`src/pkg/lio_consts.vh`:
```
`ifndef LIO_CONSTS_VH
`define LIO_CONSTS_VH
// ==========================================================
// Register offsets (byte addresses)
`define LIO_OFF_IN_STATE   8'h00
`define LIO_OFF_IN_SET     8'h04
`define LIO_OFF_IN_CLR     8'h08
`define LIO_OFF_IN_MODE    8'h0c
`define LIO_OFF_OUT_STATE  8'h10
`define LIO_OFF_EV_EN      8'h14
`define LIO_OFF_IRQ_STAT   8'h18
`define LIO_OFF_IRQ_MASK   8'h1c
`define LIO_OFF_EV_DATA    8'h20
`define LIO_OFF_EV_STAMP   8'h24
`define LIO_OFF_EV_POP     8'h28
`define LIO_OFF_OFFDLY     8'h2c
`define LIO_OFF_TIME       8'h30
// ==========================================================
// Event enable fields
`define LIO_EN_OUT_ON      0
`define LIO_EN_OUT_OFF     1
`define LIO_EN_IN_ON       2
`define LIO_EN_IN_OFF      3
`define LIO_EV_EN_RST      4'hf
// ==========================================================
// Interrupt status fields
`define LIO_IRQ_EVENT      0
`define LIO_IRQ_OVFL       1
`define LIO_IRQ_PULSE_END  2
// ==========================================================
// Event record fields
`define LIO_REC_GROUP      6
`define LIO_REC_EDGE       5
`define LIO_GRP_OUT        1'b0
`define LIO_GRP_IN         1'b1
// ==========================================================
// Timing
`define LIO_CLK_HZ         50000000
`define LIO_TICK_NS        1000000
`define LIO_TICK_CYC       ((`LIO_CLK_HZ / 1000) * (`LIO_TICK_NS / 1000000))
`define LIO_PULSE_MS       5
`define LIO_OFFDLY_RST     16'h0000
`endif

```
`src/lio_core.v`:
```
// How it works
// RL1: Thirty-two output bits are driven from the user logic inputs.
// RL2: Each output bit is offered on a registered port for blocking, groups, relays and LEDs.
// RL3: The present output state can be read by software for remote reporting.
// RL4: Thirty-two input bits are commanded to one or zero by software acting for the operator.
// RL5: All input bits clear to zero under reset, whatever their mode.
// RL6: In hold mode a one command sets a bit that stays until a zero command or reset.
// RL7: In pulse mode a one command sets a bit that clears itself after 5 ms.
// RL8: A pulse input can be stretched by an off-delay onto an output, held for the added delay.
// RL9: Rising changes give ON events and falling changes OFF events, outputs and inputs grouped apart.
// RL10: Separate enables per group decide whether ON, OFF or both events are stored.
// RL11: Each stored event carries the millisecond time stamp of the change.
// RL12: Pulses are timed with a free-running millisecond tick, a new one command restarts them.
//
// Added by the designer: the strobed register port and the placing of the registers.
`include "lio_consts.vh"
module lio_core #(
   parameter N      = 32,
   parameter EV_AW  = 4,
   parameter TICK   = `LIO_TICK_CYC,
   parameter PULSE  = `LIO_PULSE_MS
) (
   // Clock and reset
   input  wire          sys_clk,
   input  wire          rst_b,
   // Register port
   input  wire [7:0]    reg_addr,
   input  wire [31:0]   reg_wdata,
   input  wire          reg_wr,
   input  wire          reg_rd,
   output reg  [31:0]   reg_rdata,
   // User logic side
   input  wire [N-1:0]  user_out,
   input  wire [4:0]    stretch_sel,
   output reg  [N-1:0]  logic_out,
   output reg  [N-1:0]  logic_in,
   // Interrupt
   output reg           irq
);
   localparam RW = 7 + 32; // record: group, edge, index, stamp
   localparam ST_IDLE = 2'b01;
   localparam ST_SCAN = 2'b10;

   reg [N-1:0]     in_r, in_nxt, mode_r, out_r, out_nxt;
   reg [N-1:0]     in_prev_r, out_prev_r, in_chg_r, out_chg_r, in_chg_nxt, out_chg_nxt;
   reg [3:0]       ev_en_r;
   reg [2:0]       stat_r, mask_r;
   reg [15:0]      offdly_r, stretch_cnt_r;
   reg [31:0]      ms_r, tick_cnt_r;
   reg             tick_r;
   reg [3:0]       pcnt_r [0:N-1];
   reg [N-1:0]     pend_in_r, pend_out_r;
   reg [1:0]       st_r;
   reg [EV_AW-1:0] wp_r, rp_r;
   reg [EV_AW:0]   cnt_r;
   reg             wr_en;
   reg [RW-1:0]    wr_rec;
   reg             pulse_end;
   reg [5:0]       pick;
   reg             head_ok_r;
   wire [RW-1:0]   rd_rec;
   integer         i;

   // Decoded set and clear strobes, visible to the combinational logic
   wire            in_set_w  = reg_wr && (reg_addr == `LIO_OFF_IN_SET);
   wire            in_clr_w  = reg_wr && (reg_addr == `LIO_OFF_IN_CLR);
   // Buffer push and pop strobes
   wire            ev_push_w = wr_en && !cnt_r[EV_AW];
   wire            ev_pop_w  = reg_wr && (reg_addr == `LIO_OFF_EV_POP) && (cnt_r != 0);

   // Lowest set bit of a vector, 6'h3f when none
   function [5:0] first_set;
      input [N-1:0] v;
      integer k;
      begin
         first_set = 6'h3f;
         for (k = N-1; k >= 0; k = k - 1) begin
            if (v[k]) begin
               first_set = k[5:0];
            end
         end
      end
   endfunction

   // Register write decode
   function hit;
      input [7:0] off;
      begin
         hit = reg_wr && (reg_addr == off);
      end
   endfunction

   // ==========================================================
   // Millisecond tick and time stamp counter
   always @(posedge sys_clk or negedge rst_b) begin
      if (!rst_b) begin
         tick_cnt_r <= 32'h0;
         tick_r     <= 1'b0;
         ms_r       <= 32'h0;
      end else begin
         tick_r <= (tick_cnt_r == TICK - 1); // RL12
         if (tick_cnt_r == TICK - 1) begin
            tick_cnt_r <= 32'h0;
         end else begin
            tick_cnt_r <= tick_cnt_r + 32'h1;
         end
         if (tick_r) begin
            ms_r <= ms_r + 32'h1; // RL11
         end
      end
   end

   // ==========================================================
   // Input commands, hold and pulse behaviour
   always @* begin
      in_nxt    = in_r;
      pulse_end = 1'b0;
      for (i = 0; i < N; i = i + 1) begin
         if (mode_r[i] && in_r[i] && tick_r && pcnt_r[i] == 4'h1) begin
            in_nxt[i] = 1'b0; // RL7
            pulse_end = 1'b1;
         end
         if (in_clr_w && reg_wdata[i]) begin
            in_nxt[i] = 1'b0; // RL6
         end
         if (in_set_w && reg_wdata[i]) begin
            in_nxt[i] = 1'b1; // RL4
         end
      end
   end

   // Input state and pulse counters
   always @(posedge sys_clk or negedge rst_b) begin
      if (!rst_b) begin
         in_r   <= {N{1'b0}}; // RL5
         mode_r <= {N{1'b0}};
         for (i = 0; i < N; i = i + 1) begin
            pcnt_r[i] <= 4'h0;
         end
      end else begin
         in_r <= in_nxt;
         if (hit(`LIO_OFF_IN_MODE)) begin
            mode_r <= reg_wdata[N-1:0];
         end
         for (i = 0; i < N; i = i + 1) begin
            // Extra tick covers the partial first millisecond
            if (hit(`LIO_OFF_IN_SET) && reg_wdata[i]) begin
               pcnt_r[i] <= PULSE[3:0] + 4'h1; // RL12
            end else if (tick_r && pcnt_r[i] != 4'h0) begin
               pcnt_r[i] <= pcnt_r[i] - 4'h1;
            end
         end
      end
   end

   // ==========================================================
   // Outputs with off-delay stretch on one selected bit
   always @* begin
      out_nxt = user_out; // RL1
      if (stretch_cnt_r != 16'h0) begin
         out_nxt[stretch_sel] = 1'b1; // RL8
      end
   end

   always @(posedge sys_clk or negedge rst_b) begin
      if (!rst_b) begin
         out_r         <= {N{1'b0}};
         offdly_r      <= `LIO_OFFDLY_RST;
         stretch_cnt_r <= 16'h0;
      end else begin
         out_r <= out_nxt;
         if (hit(`LIO_OFF_OFFDLY)) begin
            offdly_r <= reg_wdata[15:0];
         end
         if (user_out[stretch_sel]) begin
            stretch_cnt_r <= offdly_r; // RL8
         end else if (tick_r && stretch_cnt_r != 16'h0) begin
            stretch_cnt_r <= stretch_cnt_r - 16'h1;
         end
      end
   end

   // ==========================================================
   // Change detection and event scan
   always @* begin
      in_chg_nxt  = pend_in_r | ((in_r ^ in_prev_r) &
                    ((in_r & {N{ev_en_r[`LIO_EN_IN_ON]}}) |
                     (~in_r & {N{ev_en_r[`LIO_EN_IN_OFF]}}))); // RL10
      out_chg_nxt = pend_out_r | ((out_r ^ out_prev_r) &
                    ((out_r & {N{ev_en_r[`LIO_EN_OUT_ON]}}) |
                     (~out_r & {N{ev_en_r[`LIO_EN_OUT_OFF]}})));
      wr_en  = 1'b0;
      wr_rec = {RW{1'b0}};
      pick   = first_set(out_chg_nxt);
      if (pick != 6'h3f) begin
         wr_en  = 1'b1; // RL9
         wr_rec = {`LIO_GRP_OUT, out_r[pick[4:0]], pick[4:0], ms_r}; // RL11
      end else begin
         pick = first_set(in_chg_nxt);
         if (pick != 6'h3f) begin
            wr_en  = 1'b1; // RL9
            wr_rec = {`LIO_GRP_IN, in_r[pick[4:0]], pick[4:0], ms_r};
         end
      end
   end

   // Pending change sets, scanned one per cycle
   always @(posedge sys_clk or negedge rst_b) begin
      if (!rst_b) begin
         in_prev_r  <= {N{1'b0}};
         out_prev_r <= {N{1'b0}};
         pend_in_r  <= {N{1'b0}};
         pend_out_r <= {N{1'b0}};
         st_r       <= ST_IDLE;
      end else begin
         in_prev_r  <= in_r;
         out_prev_r <= out_r;
         pend_in_r  <= in_chg_nxt;
         pend_out_r <= out_chg_nxt;
         if (wr_en && out_chg_nxt != {N{1'b0}}) begin
            pend_out_r[pick[4:0]] <= 1'b0;
         end else if (wr_en) begin
            pend_in_r[pick[4:0]] <= 1'b0;
         end
         case (st_r)
            ST_IDLE: st_r <= wr_en ? ST_SCAN : ST_IDLE;
            ST_SCAN: st_r <= wr_en ? ST_SCAN : ST_IDLE;
            default: st_r <= ST_IDLE;
         endcase
      end
   end

   // ==========================================================
   // Event buffer pointers, overwrite refused when full
   always @(posedge sys_clk or negedge rst_b) begin
      if (!rst_b) begin
         wp_r      <= {EV_AW{1'b0}};
         rp_r      <= {EV_AW{1'b0}};
         cnt_r     <= {(EV_AW+1){1'b0}};
         head_ok_r <= 1'b0;
      end else begin
         if (ev_push_w) begin
            wp_r <= wp_r + 1'b1;
         end
         if (ev_pop_w) begin
            rp_r <= rp_r + 1'b1;
         end
         cnt_r <= cnt_r + {{EV_AW{1'b0}}, ev_push_w} - {{EV_AW{1'b0}}, ev_pop_w};
         // Head shown only once the registered memory read has caught up
         head_ok_r <= (cnt_r != 0) && !ev_pop_w;
      end
   end

   lio_evmem #(
      .DW (RW),
      .AW (EV_AW)
   ) u_evmem (
      .sys_clk (sys_clk),
      .wr_en   (ev_push_w),
      .wr_addr (wp_r),
      .wr_data (wr_rec),
      .rd_addr (rp_r),
      .rd_data (rd_rec)
   );

   // ==========================================================
   // Interrupt status, mask, enables, read data, outputs
   always @(posedge sys_clk or negedge rst_b) begin
      if (!rst_b) begin
         stat_r    <= 3'h0;
         mask_r    <= 3'h0;
         ev_en_r   <= `LIO_EV_EN_RST;
         reg_rdata <= 32'h0;
         irq       <= 1'b0;
         logic_out <= {N{1'b0}};
         logic_in  <= {N{1'b0}};
      end else begin
         // Set wins over write-one-to-clear
         stat_r <= (stat_r & ~({3{hit(`LIO_OFF_IRQ_STAT)}} & reg_wdata[2:0]))
                 | {pulse_end, wr_en && cnt_r[EV_AW], wr_en};
         if (hit(`LIO_OFF_IRQ_MASK)) begin
            mask_r <= reg_wdata[2:0];
         end
         if (hit(`LIO_OFF_EV_EN)) begin
            ev_en_r <= reg_wdata[3:0]; // RL10
         end
         irq       <= |(stat_r & mask_r);
         logic_out <= out_r; // RL2
         logic_in  <= in_r;
         reg_rdata <= 32'h0;
         if (reg_rd) begin
            case (reg_addr)
               `LIO_OFF_IN_STATE:  reg_rdata <= in_r;
               `LIO_OFF_IN_MODE:   reg_rdata <= mode_r;
               `LIO_OFF_OUT_STATE: reg_rdata <= out_r; // RL3
               `LIO_OFF_EV_EN:     reg_rdata <= {28'h0, ev_en_r};
               `LIO_OFF_IRQ_STAT:  reg_rdata <= {29'h0, stat_r};
               `LIO_OFF_IRQ_MASK:  reg_rdata <= {29'h0, mask_r};
               `LIO_OFF_EV_DATA:   reg_rdata <= {head_ok_r, 18'h0, cnt_r[EV_AW:0] == 0 ?
                                                 5'h0 : cnt_r[4:0] , 1'b0, rd_rec[38:32]};
               `LIO_OFF_EV_STAMP:  reg_rdata <= rd_rec[31:0];
               `LIO_OFF_OFFDLY:    reg_rdata <= {16'h0, offdly_r};
               `LIO_OFF_TIME:      reg_rdata <= ms_r;
               default:            reg_rdata <= 32'h0;
            endcase
         end
      end
   end
endmodule // lio_core

```
`src/lio_evmem.v`:
```
// ==========================================================
// Event record memory, registered read data
module lio_evmem #(
   parameter DW = 39,
   parameter AW = 4
) (
   // Clock
   input  wire          sys_clk,
   // Write port
   input  wire          wr_en,
   input  wire [AW-1:0] wr_addr,
   input  wire [DW-1:0] wr_data,
   // Read port
   input  wire [AW-1:0] rd_addr,
   output reg  [DW-1:0] rd_data
);
   reg [DW-1:0] mem [0:(1<<AW)-1];

   // Write and registered read
   always @(posedge sys_clk) begin
      if (wr_en) begin
         mem[wr_addr] <= wr_data;
      end
      rd_data <= mem[rd_addr];
   end
endmodule // lio_evmem

```
`config.mk`:
```
export PLATFORM = sky130hd
export DESIGN_NAME = lio_core
export DESIGN_NICKNAME = d
export VERILOG_FILES = /design/src/lio_core.v /design/src/lio_evmem.v
export VERILOG_INCLUDE_DIRS = /design/src /design/src/pkg
export SDC_FILE = /design/constraint.sdc
export NUM_CORES = 2
export LEC_CHECK = 0
export BUFFER_PORTS_ARGS = -buffer_cell sky130_fd_sc_hd__buf_2
export CAP_MARGIN = 20
export CORE_MARGIN = 2
export CORE_UTILIZATION = 67
export DETAILED_ROUTE_END_ITERATION = 12
export PLACE_DENSITY = 0.93
export SLEW_MARGIN = 0
export SYNTH_ARGS = -nofsm -noshare
export SYNTH_HDL_FRONTEND = slang
export SYNTH_SLANG_ARGS = --single-unit
```
`constraint.sdc`:
```
create_clock -name sys_clk -period 12.6 [get_ports sys_clk]
set_input_delay 2.52 -clock sys_clk [delete_from_list [all_inputs] [get_ports sys_clk]]
set_output_delay 2.52 -clock sys_clk [all_outputs]
set_load 0.02 [all_outputs]
```
# ---- Yosys cells after proc, flatten, opt, wreduce, memory -nomap -nowiden
# Memories as Yosys holds them, arrays and structs flattened. A register that Yosys moved wholly into a read port is not among the register bits.
# Index checks and enable logic that the tools add are counted.
dict set report op_classes {
  n_addsub 39
  n_lt_le_gt_ge 6
  n_eq_ne 47
  n_mux 284
  bitwise_logic 23
  reduce_logical 313
}
# cell count
set ops {}
lappend ops {{6-bit two-way mux} 65}
lappend ops {{32-bit case mux with 10 select lines} 1}
lappend ops {{32-bit bitwise AND} 8}
lappend ops {{4-bit two-way mux} 64}
lappend ops {{1-bit logical AND} 208}
lappend ops {{32-bit two-way mux} 6}
lappend ops {{32-bit bitwise OR} 5}
lappend ops {{1-bit two-way mux} 137}
lappend ops {{4-bit by 1-bit == test with 1-bit output (second input constant)} 32}
lappend ops {{4-bit nonzero test} 32}
lappend ops {{4-bit by 1-bit subtractor with 4-bit output (second input constant)} 32}
lappend ops {{32-bit NOT} 3}
lappend ops {{3-bit nonzero test} 32}
lappend ops {{39-bit two-way mux} 2}
lappend ops {{2-bit nonzero test} 33}
lappend ops {{32-bit by 1-bit adder with 32-bit output (second input constant)} 2}
lappend ops {{32-bit XOR} 2}
lappend ops {{8-bit by 6-bit == test with 1-bit output (second input constant)} 5}
lappend ops {{32-bit by 16-bit == test with 1-bit output (second input constant)} 1}
lappend ops {{8-bit by 5-bit == test with 1-bit output (second input constant)} 4}
lappend ops {{16-bit two-way mux} 2}
lappend ops {{32-bit nonzero test} 1}
lappend ops {{5-bit by 6-bit less-than comparator with 1-bit output (second input constant)} 4}
lappend ops {{8-bit by 4-bit == test with 1-bit output (second input constant)} 2}
lappend ops {{19 further kinds} 29}
dict set report totals {
  reg_bits 506
  mem_bits_rw 624
  input_bits 81
  mem_count 1
}
# memory depth width rd rd_clocked_by_memory_dff wr line_no
set memory_table {}
lappend memory_table {u_evmem.mem 16 39 1 1 1 lio_evmem.v:17} ;# reg [DW-1:0] mem [0:(1<<AW)-1];

# ---- Longest topological paths before layout
dict set report depth {
  ltp_word 48
  ltp_mapped 20
  ltp_nobuf 16
}

# ---- Cells and area by module
# Synthesis repeated with hierarchy kept, for this count alone.
dict set report hier_totals {
  hier_cells 3479
  hier_area_um2 49782.7
}
# mod instances cells_per_inst area_per_inst_um2 seq_area_each_um2
set modules_own_cells {}
lappend modules_own_cells {lio_core 1 2465 25597.0 12667.1}
lappend modules_own_cells {lio_evmem 1 1014 24185.7 19518.7}

# ---- Least setup slack after synthesis
# Ideal clock, no wire load.
dict set report synth_path {
  path_type {register to register}
  start {register ev_en_r[1]}
  end {memory u_evmem.mem[0][0], enable pin}
  setup_ns 0.533
  t_arrival_ns 5.930
  required_time_ns 12.067
  slack_ns 6.138
  stages_incl_launch_ff 12
  n_path_buf 3
  period_less_slack_ns 6.462
  cell_sequence {dfstp_2 clkbuf_1 buf_2 a311oi_1 nand4_1 nor4_2 nand2_1 or2_1 nor2b_1 clkbuf_1 inv_2 nor4_1}
}
dict set report synth_via {
  elab_chain_len 41
}
# element line_no
set synth_lines {}
lappend synth_lines {{from (decl)} lio_core.v:46} ;# reg [3:0] ev_en_r;
lappend synth_lines {{from (signal assigned)} lio_core.v:272} ;# ev_en_r <= `LIO_EV_EN_RST;
lappend synth_lines {{from (signal assigned)} lio_core.v:285} ;# ev_en_r <= reg_wdata[3:0];
lappend synth_lines {{32-bit bitwise AND (*)} lio_core.v:191} ;# (~out_r & {N{ev_en_r[`LIO_EN_OUT_OFF]}})));
lappend synth_lines {{32-bit bitwise OR (*)} lio_core.v:190} ;# ((out_r & {N{ev_en_r[`LIO_EN_OUT_ON]}}) |
lappend synth_lines {{32-bit bitwise AND (*)} lio_core.v:189} ;# out_chg_nxt = pend_out_r | ((out_r ^ out_prev_r) &
lappend synth_lines {{32-bit bitwise OR (*)} lio_core.v:189}
lappend synth_lines {{6-bit two-way mux (31 in a row)} lio_core.v:78} ;# if (v[k]) begin
lappend synth_lines {{6-bit two-way mux (*)} lio_core.v:78}
lappend synth_lines {{6-bit inequality test (*)} lio_core.v:195} ;# if (pick != 6'h3f) begin
lappend synth_lines {{1-bit two-way mux (*)} lio_core.v:195}
lappend synth_lines {{1-bit logical AND (*)} lio_core.v:68} ;# wire ev_push_w = wr_en && !cnt_r[EV_AW];
lappend synth_lines {{1-bit two-way mux (*)} lio_evmem.v:21} ;# if (wr_en) begin
lappend synth_lines {{1-bit two-way mux (implied by the code) (*)} lio_evmem.v:22} ;# mem[wr_addr] <= wr_data;
lappend synth_lines {{to (decl)} lio_evmem.v:17}
# Mark *: on every way between the ends. The rest lies on a longest branch, timed or not.

# ---- Final worst setup path
dict set report layout_path {
  start {register ev_en_r[1]}
  end {memory u_evmem.mem[9][22], enable pin}
}
# Same word-level chain as after synthesis.

==> run summary <==
Result of the run - finished clean
Mean routed wirelength per cell - 35.5 µm
Final worst path period share - 0.445
Die X - 276 µm
WS Path Type - register to register
Share of synthesized area occupied by flip-flops and latches - 0.648
Count of flip-flops with a built-in enable after synthesis - 624
Max Freq - 178 MHz
Vias in the first global route - 35.1k
CP Data Arrival Time - 5.93 ns
Rows - 99
RSZ-0062 raised after global routing - no
Most frequent cells in the layout - sky130_fd_sc_hd__edfxtp_1 (624), sky130_fd_sc_hd__dfrtp_1 (497), sky130_fd_sc_hd__nand2_1 (258)
Largest regs - u_evmem.mem x624, pcnt_r x128, u_evmem.rd_data x39
Largest net degree at the start of global routing - 174
Number of antenna violations at the first check in global routing - 18
Synth Flop Type - sky130_fd_sc_hd__edfxtp_1
CP startpoint kind - register
Final worst setup slack - 7.00 ns
Yosys synthesis warning count - 0
WHS - 0.507 ns
Leading cell type in the layout, fill and taps excluded - sky130_fd_sc_hd__edfxtp_1
Final routed wirelength across all metal layers - 164 mm
Per-instance average area after synthesis - 14.7 µm²
Max FFs per register - 624
Number of violations reported at the end of detailed-routing iteration 0 - 6960
I/O pins - 178
Sum of buffers and inverters on the critical path - 3
Crit path largest cell delay - 0.99 ns
Residual overflow from global routing - 0
Leakage power - 21.6 nW
Worst max-slew margin expressed relative to the limit - 0.180
Area of combinational cells with multiple inputs - 16500 µm²
Power per cell area - 175 nW/µm²
Max H-tree Level - 3
Slowest cell on crit path - sky130_fd_sc_hd__dfstp_2
Final setup violation count - 0
Cell area after synthesis - 49700 µm²
Setup slack at placement - 7.15 ns
Final Skew - 0.0329 ns
Starting density of the core - 0.679
First-pass GRT wire length - 239 mm
Biggest fanout along the worst timing path - 38
Vias post-DR - 35.5k
Ys async rst share - 0.433
DRT antenna net count - 0
Synth-to-Final Area Change - 11.7%
Detailed-route vias per instance - 7.68
Overall routing resource usage - 0.429
Critical path capture point type - register
Post-synthesis net count - 3532
Standard cell core area - 73200 µm²
Distinct cells, synth - 85
Worst IR drop on VDD - 0.000140 V
Register name with the most flops - u_evmem.mem
Number of DRC violations after detailed routing - 0
Net count, final - 3724
Final Hold Vio Count - 0
Critical Path, Cell by Cell - a311oi_1, nand4_1, nor4_2, nand2_1, or2_1, buf_4, nor2b_1, inv_2, nor3b_1, and2_2, buf_4
1st-pass router iterations - 10
Number of cells produced by synthesis - 3372
Transition at the pin with the smallest max-transition slack - 1.22 ns
Resized Gates After CTS - 0
Most frequent cell on the critical path - sky130_fd_sc_hd__buf_4
Buffer depth of the longest clock path - 3
Clock period minus final worst setup slack - 5.60 ns
Chip height - 276 µm
Buffers on Ports - 177
Hold bufs inserted after CTS - 0
Share of cells above drive strength 1 - 0.200
Post-CTS setup buffer count - 0
TritonCTS clock tree - done
Combined flip-flop and latch cell area - 32200 µm²
Routability congestion estimate from global placement - 1.02
Post-DP HPWL - 92.3 mm
Family with the most delay on the worst path - simple AND/OR/NAND/NOR gates
Total clock buffers created by CTS - 110
Die area - 76400 µm²
Final Slew Violations - 0
Worst min-delay path category - register to register
CTS root buf - sky130_fd_sc_hd__clkbuf_16
Register bit count reported by yosys - 1169
Setup TNS - 0 ns
Clock slew at the register clock pins of the worst setup and hold paths - 0.06 ns
Count of maximum capacitance violations - 0
Worst skew pair latency - 0.71 ns
Filler Cell Count - 3672
Data required time of the worst path - 12.93 ns
CTS Sinks - 1169
==> worst reg2reg max path, stage by stage, from the launching register on <==
cell and delay (ns):
sky130_fd_sc_hd__dfstp_2 0.99, sky130_fd_sc_hd__a311oi_1 0.41, sky130_fd_sc_hd__nand4_1 0.33, sky130_fd_sc_hd__nor4_2 0.11
sky130_fd_sc_hd__nand2_1 0.33, sky130_fd_sc_hd__or2_1 0.17, sky130_fd_sc_hd__buf_4 0.45, sky130_fd_sc_hd__nor2b_1 0.63
sky130_fd_sc_hd__inv_2 0.22, sky130_fd_sc_hd__nor3b_1 0.54, sky130_fd_sc_hd__and2_2 0.39, sky130_fd_sc_hd__buf_4 0.65
==> cell families after synthesis <==
group                      count (synthesis)  synth area share
xor gates and xnor gates                 149            0.0263
AOI/OAI and AO/OA                        547            0.0769
buffers and inverters                    280            0.0225
muxes                                    283             0.113
DFF                                     1169             0.648
and+or+nand+nor                          864            0.0938
adders and majority gates                 79            0.0200
other                                      1         0.0000755
==> final cells by class <==
cell class,instances,share of cell area
diodes,9,0.000406
clock buffers,146,0.0547
clock inverters,58,0.0140
inverters,140,0.00947
multi-input cells,1923,0.297
flip-flops and latches,1169,0.580
well taps,959,0.0216
repair buffers,220,0.0225
==> stage by stage <==
stage / utilization / power, mW / instances / cell area [µm²]
after floorplan: - / 5.56 / 3372 / 49700
after global placement: 0.705 / 6.02 / 4408 / 51600
after detailed placement: 0.705 / 6.12 / 4408 / 51600
after CTS: 0.758 / 9.63 / 4612 / 55500
after global routing: 0.758 / 9.92 / 4617 / 55500
final: 0.758 / 9.74 / 4624 / 55500
==> path summary, 6_finish.rpt <==
check,start,cells after the start,to,slack [ns]
worst min register to register,in_r[4],0,logic_in[4],0.51
min in group asynchronous,rst_b,1,pend_out_r[19],1.91
worst max register to register,ev_en_r[1],11,u_evmem.mem[9][22],7.00
worst max-delay path,ev_en_r[1],11,u_evmem.mem[9][22],7.00
worst min-delay path,in_r[4],0,logic_in[4],0.51
max in group asynchronous,rst_b,2,ms_r[26],9.09
==> Yosys cell counts (74+ instances only) <==
cell                         n  area (µm²)
sky130_fd_sc_hd__clkbuf_1   94         353
sky130_fd_sc_hd__nor2_1    101         379
sky130_fd_sc_hd__nand2_1   259         972
sky130_fd_sc_hd__a21oi_1   142         711
sky130_fd_sc_hd__xnor2_1   127        1110
sky130_fd_sc_hd__nor3_1     74         370
sky130_fd_sc_hd__edfxtp_1  624       18700
sky130_fd_sc_hd__ha_1       78         976
sky130_fd_sc_hd__mux4_2    210        4730
sky130_fd_sc_hd__and3b_1    77         674
sky130_fd_sc_hd__dfrtp_1   502       12600
sky130_fd_sc_hd__inv_1     139         522
==> power breakdown <==
part / total [mW] / switching [mW] / internal (mW) / leakage (nW)
clock network: 3.53 / 1.53 / 2.00 / 1.83
registers: 4.72 / 0.262 / 4.46 / 12.1
logic: 1.49 / 0.993 / 0.492 / 7.67
total: 9.74 / 2.79 / 6.95 / 21.6
==> layer usage <==
metal,GRT usage,up-vias,share of wire
li1,-,13300,-
met3,0.145,1095,0.15
met2,0.632,3757,0.44
met5,0,-,0.00083
met4,0.292,18,0.090
met1,0.545,17300,0.32
Power figures use the tool's default switching activity.
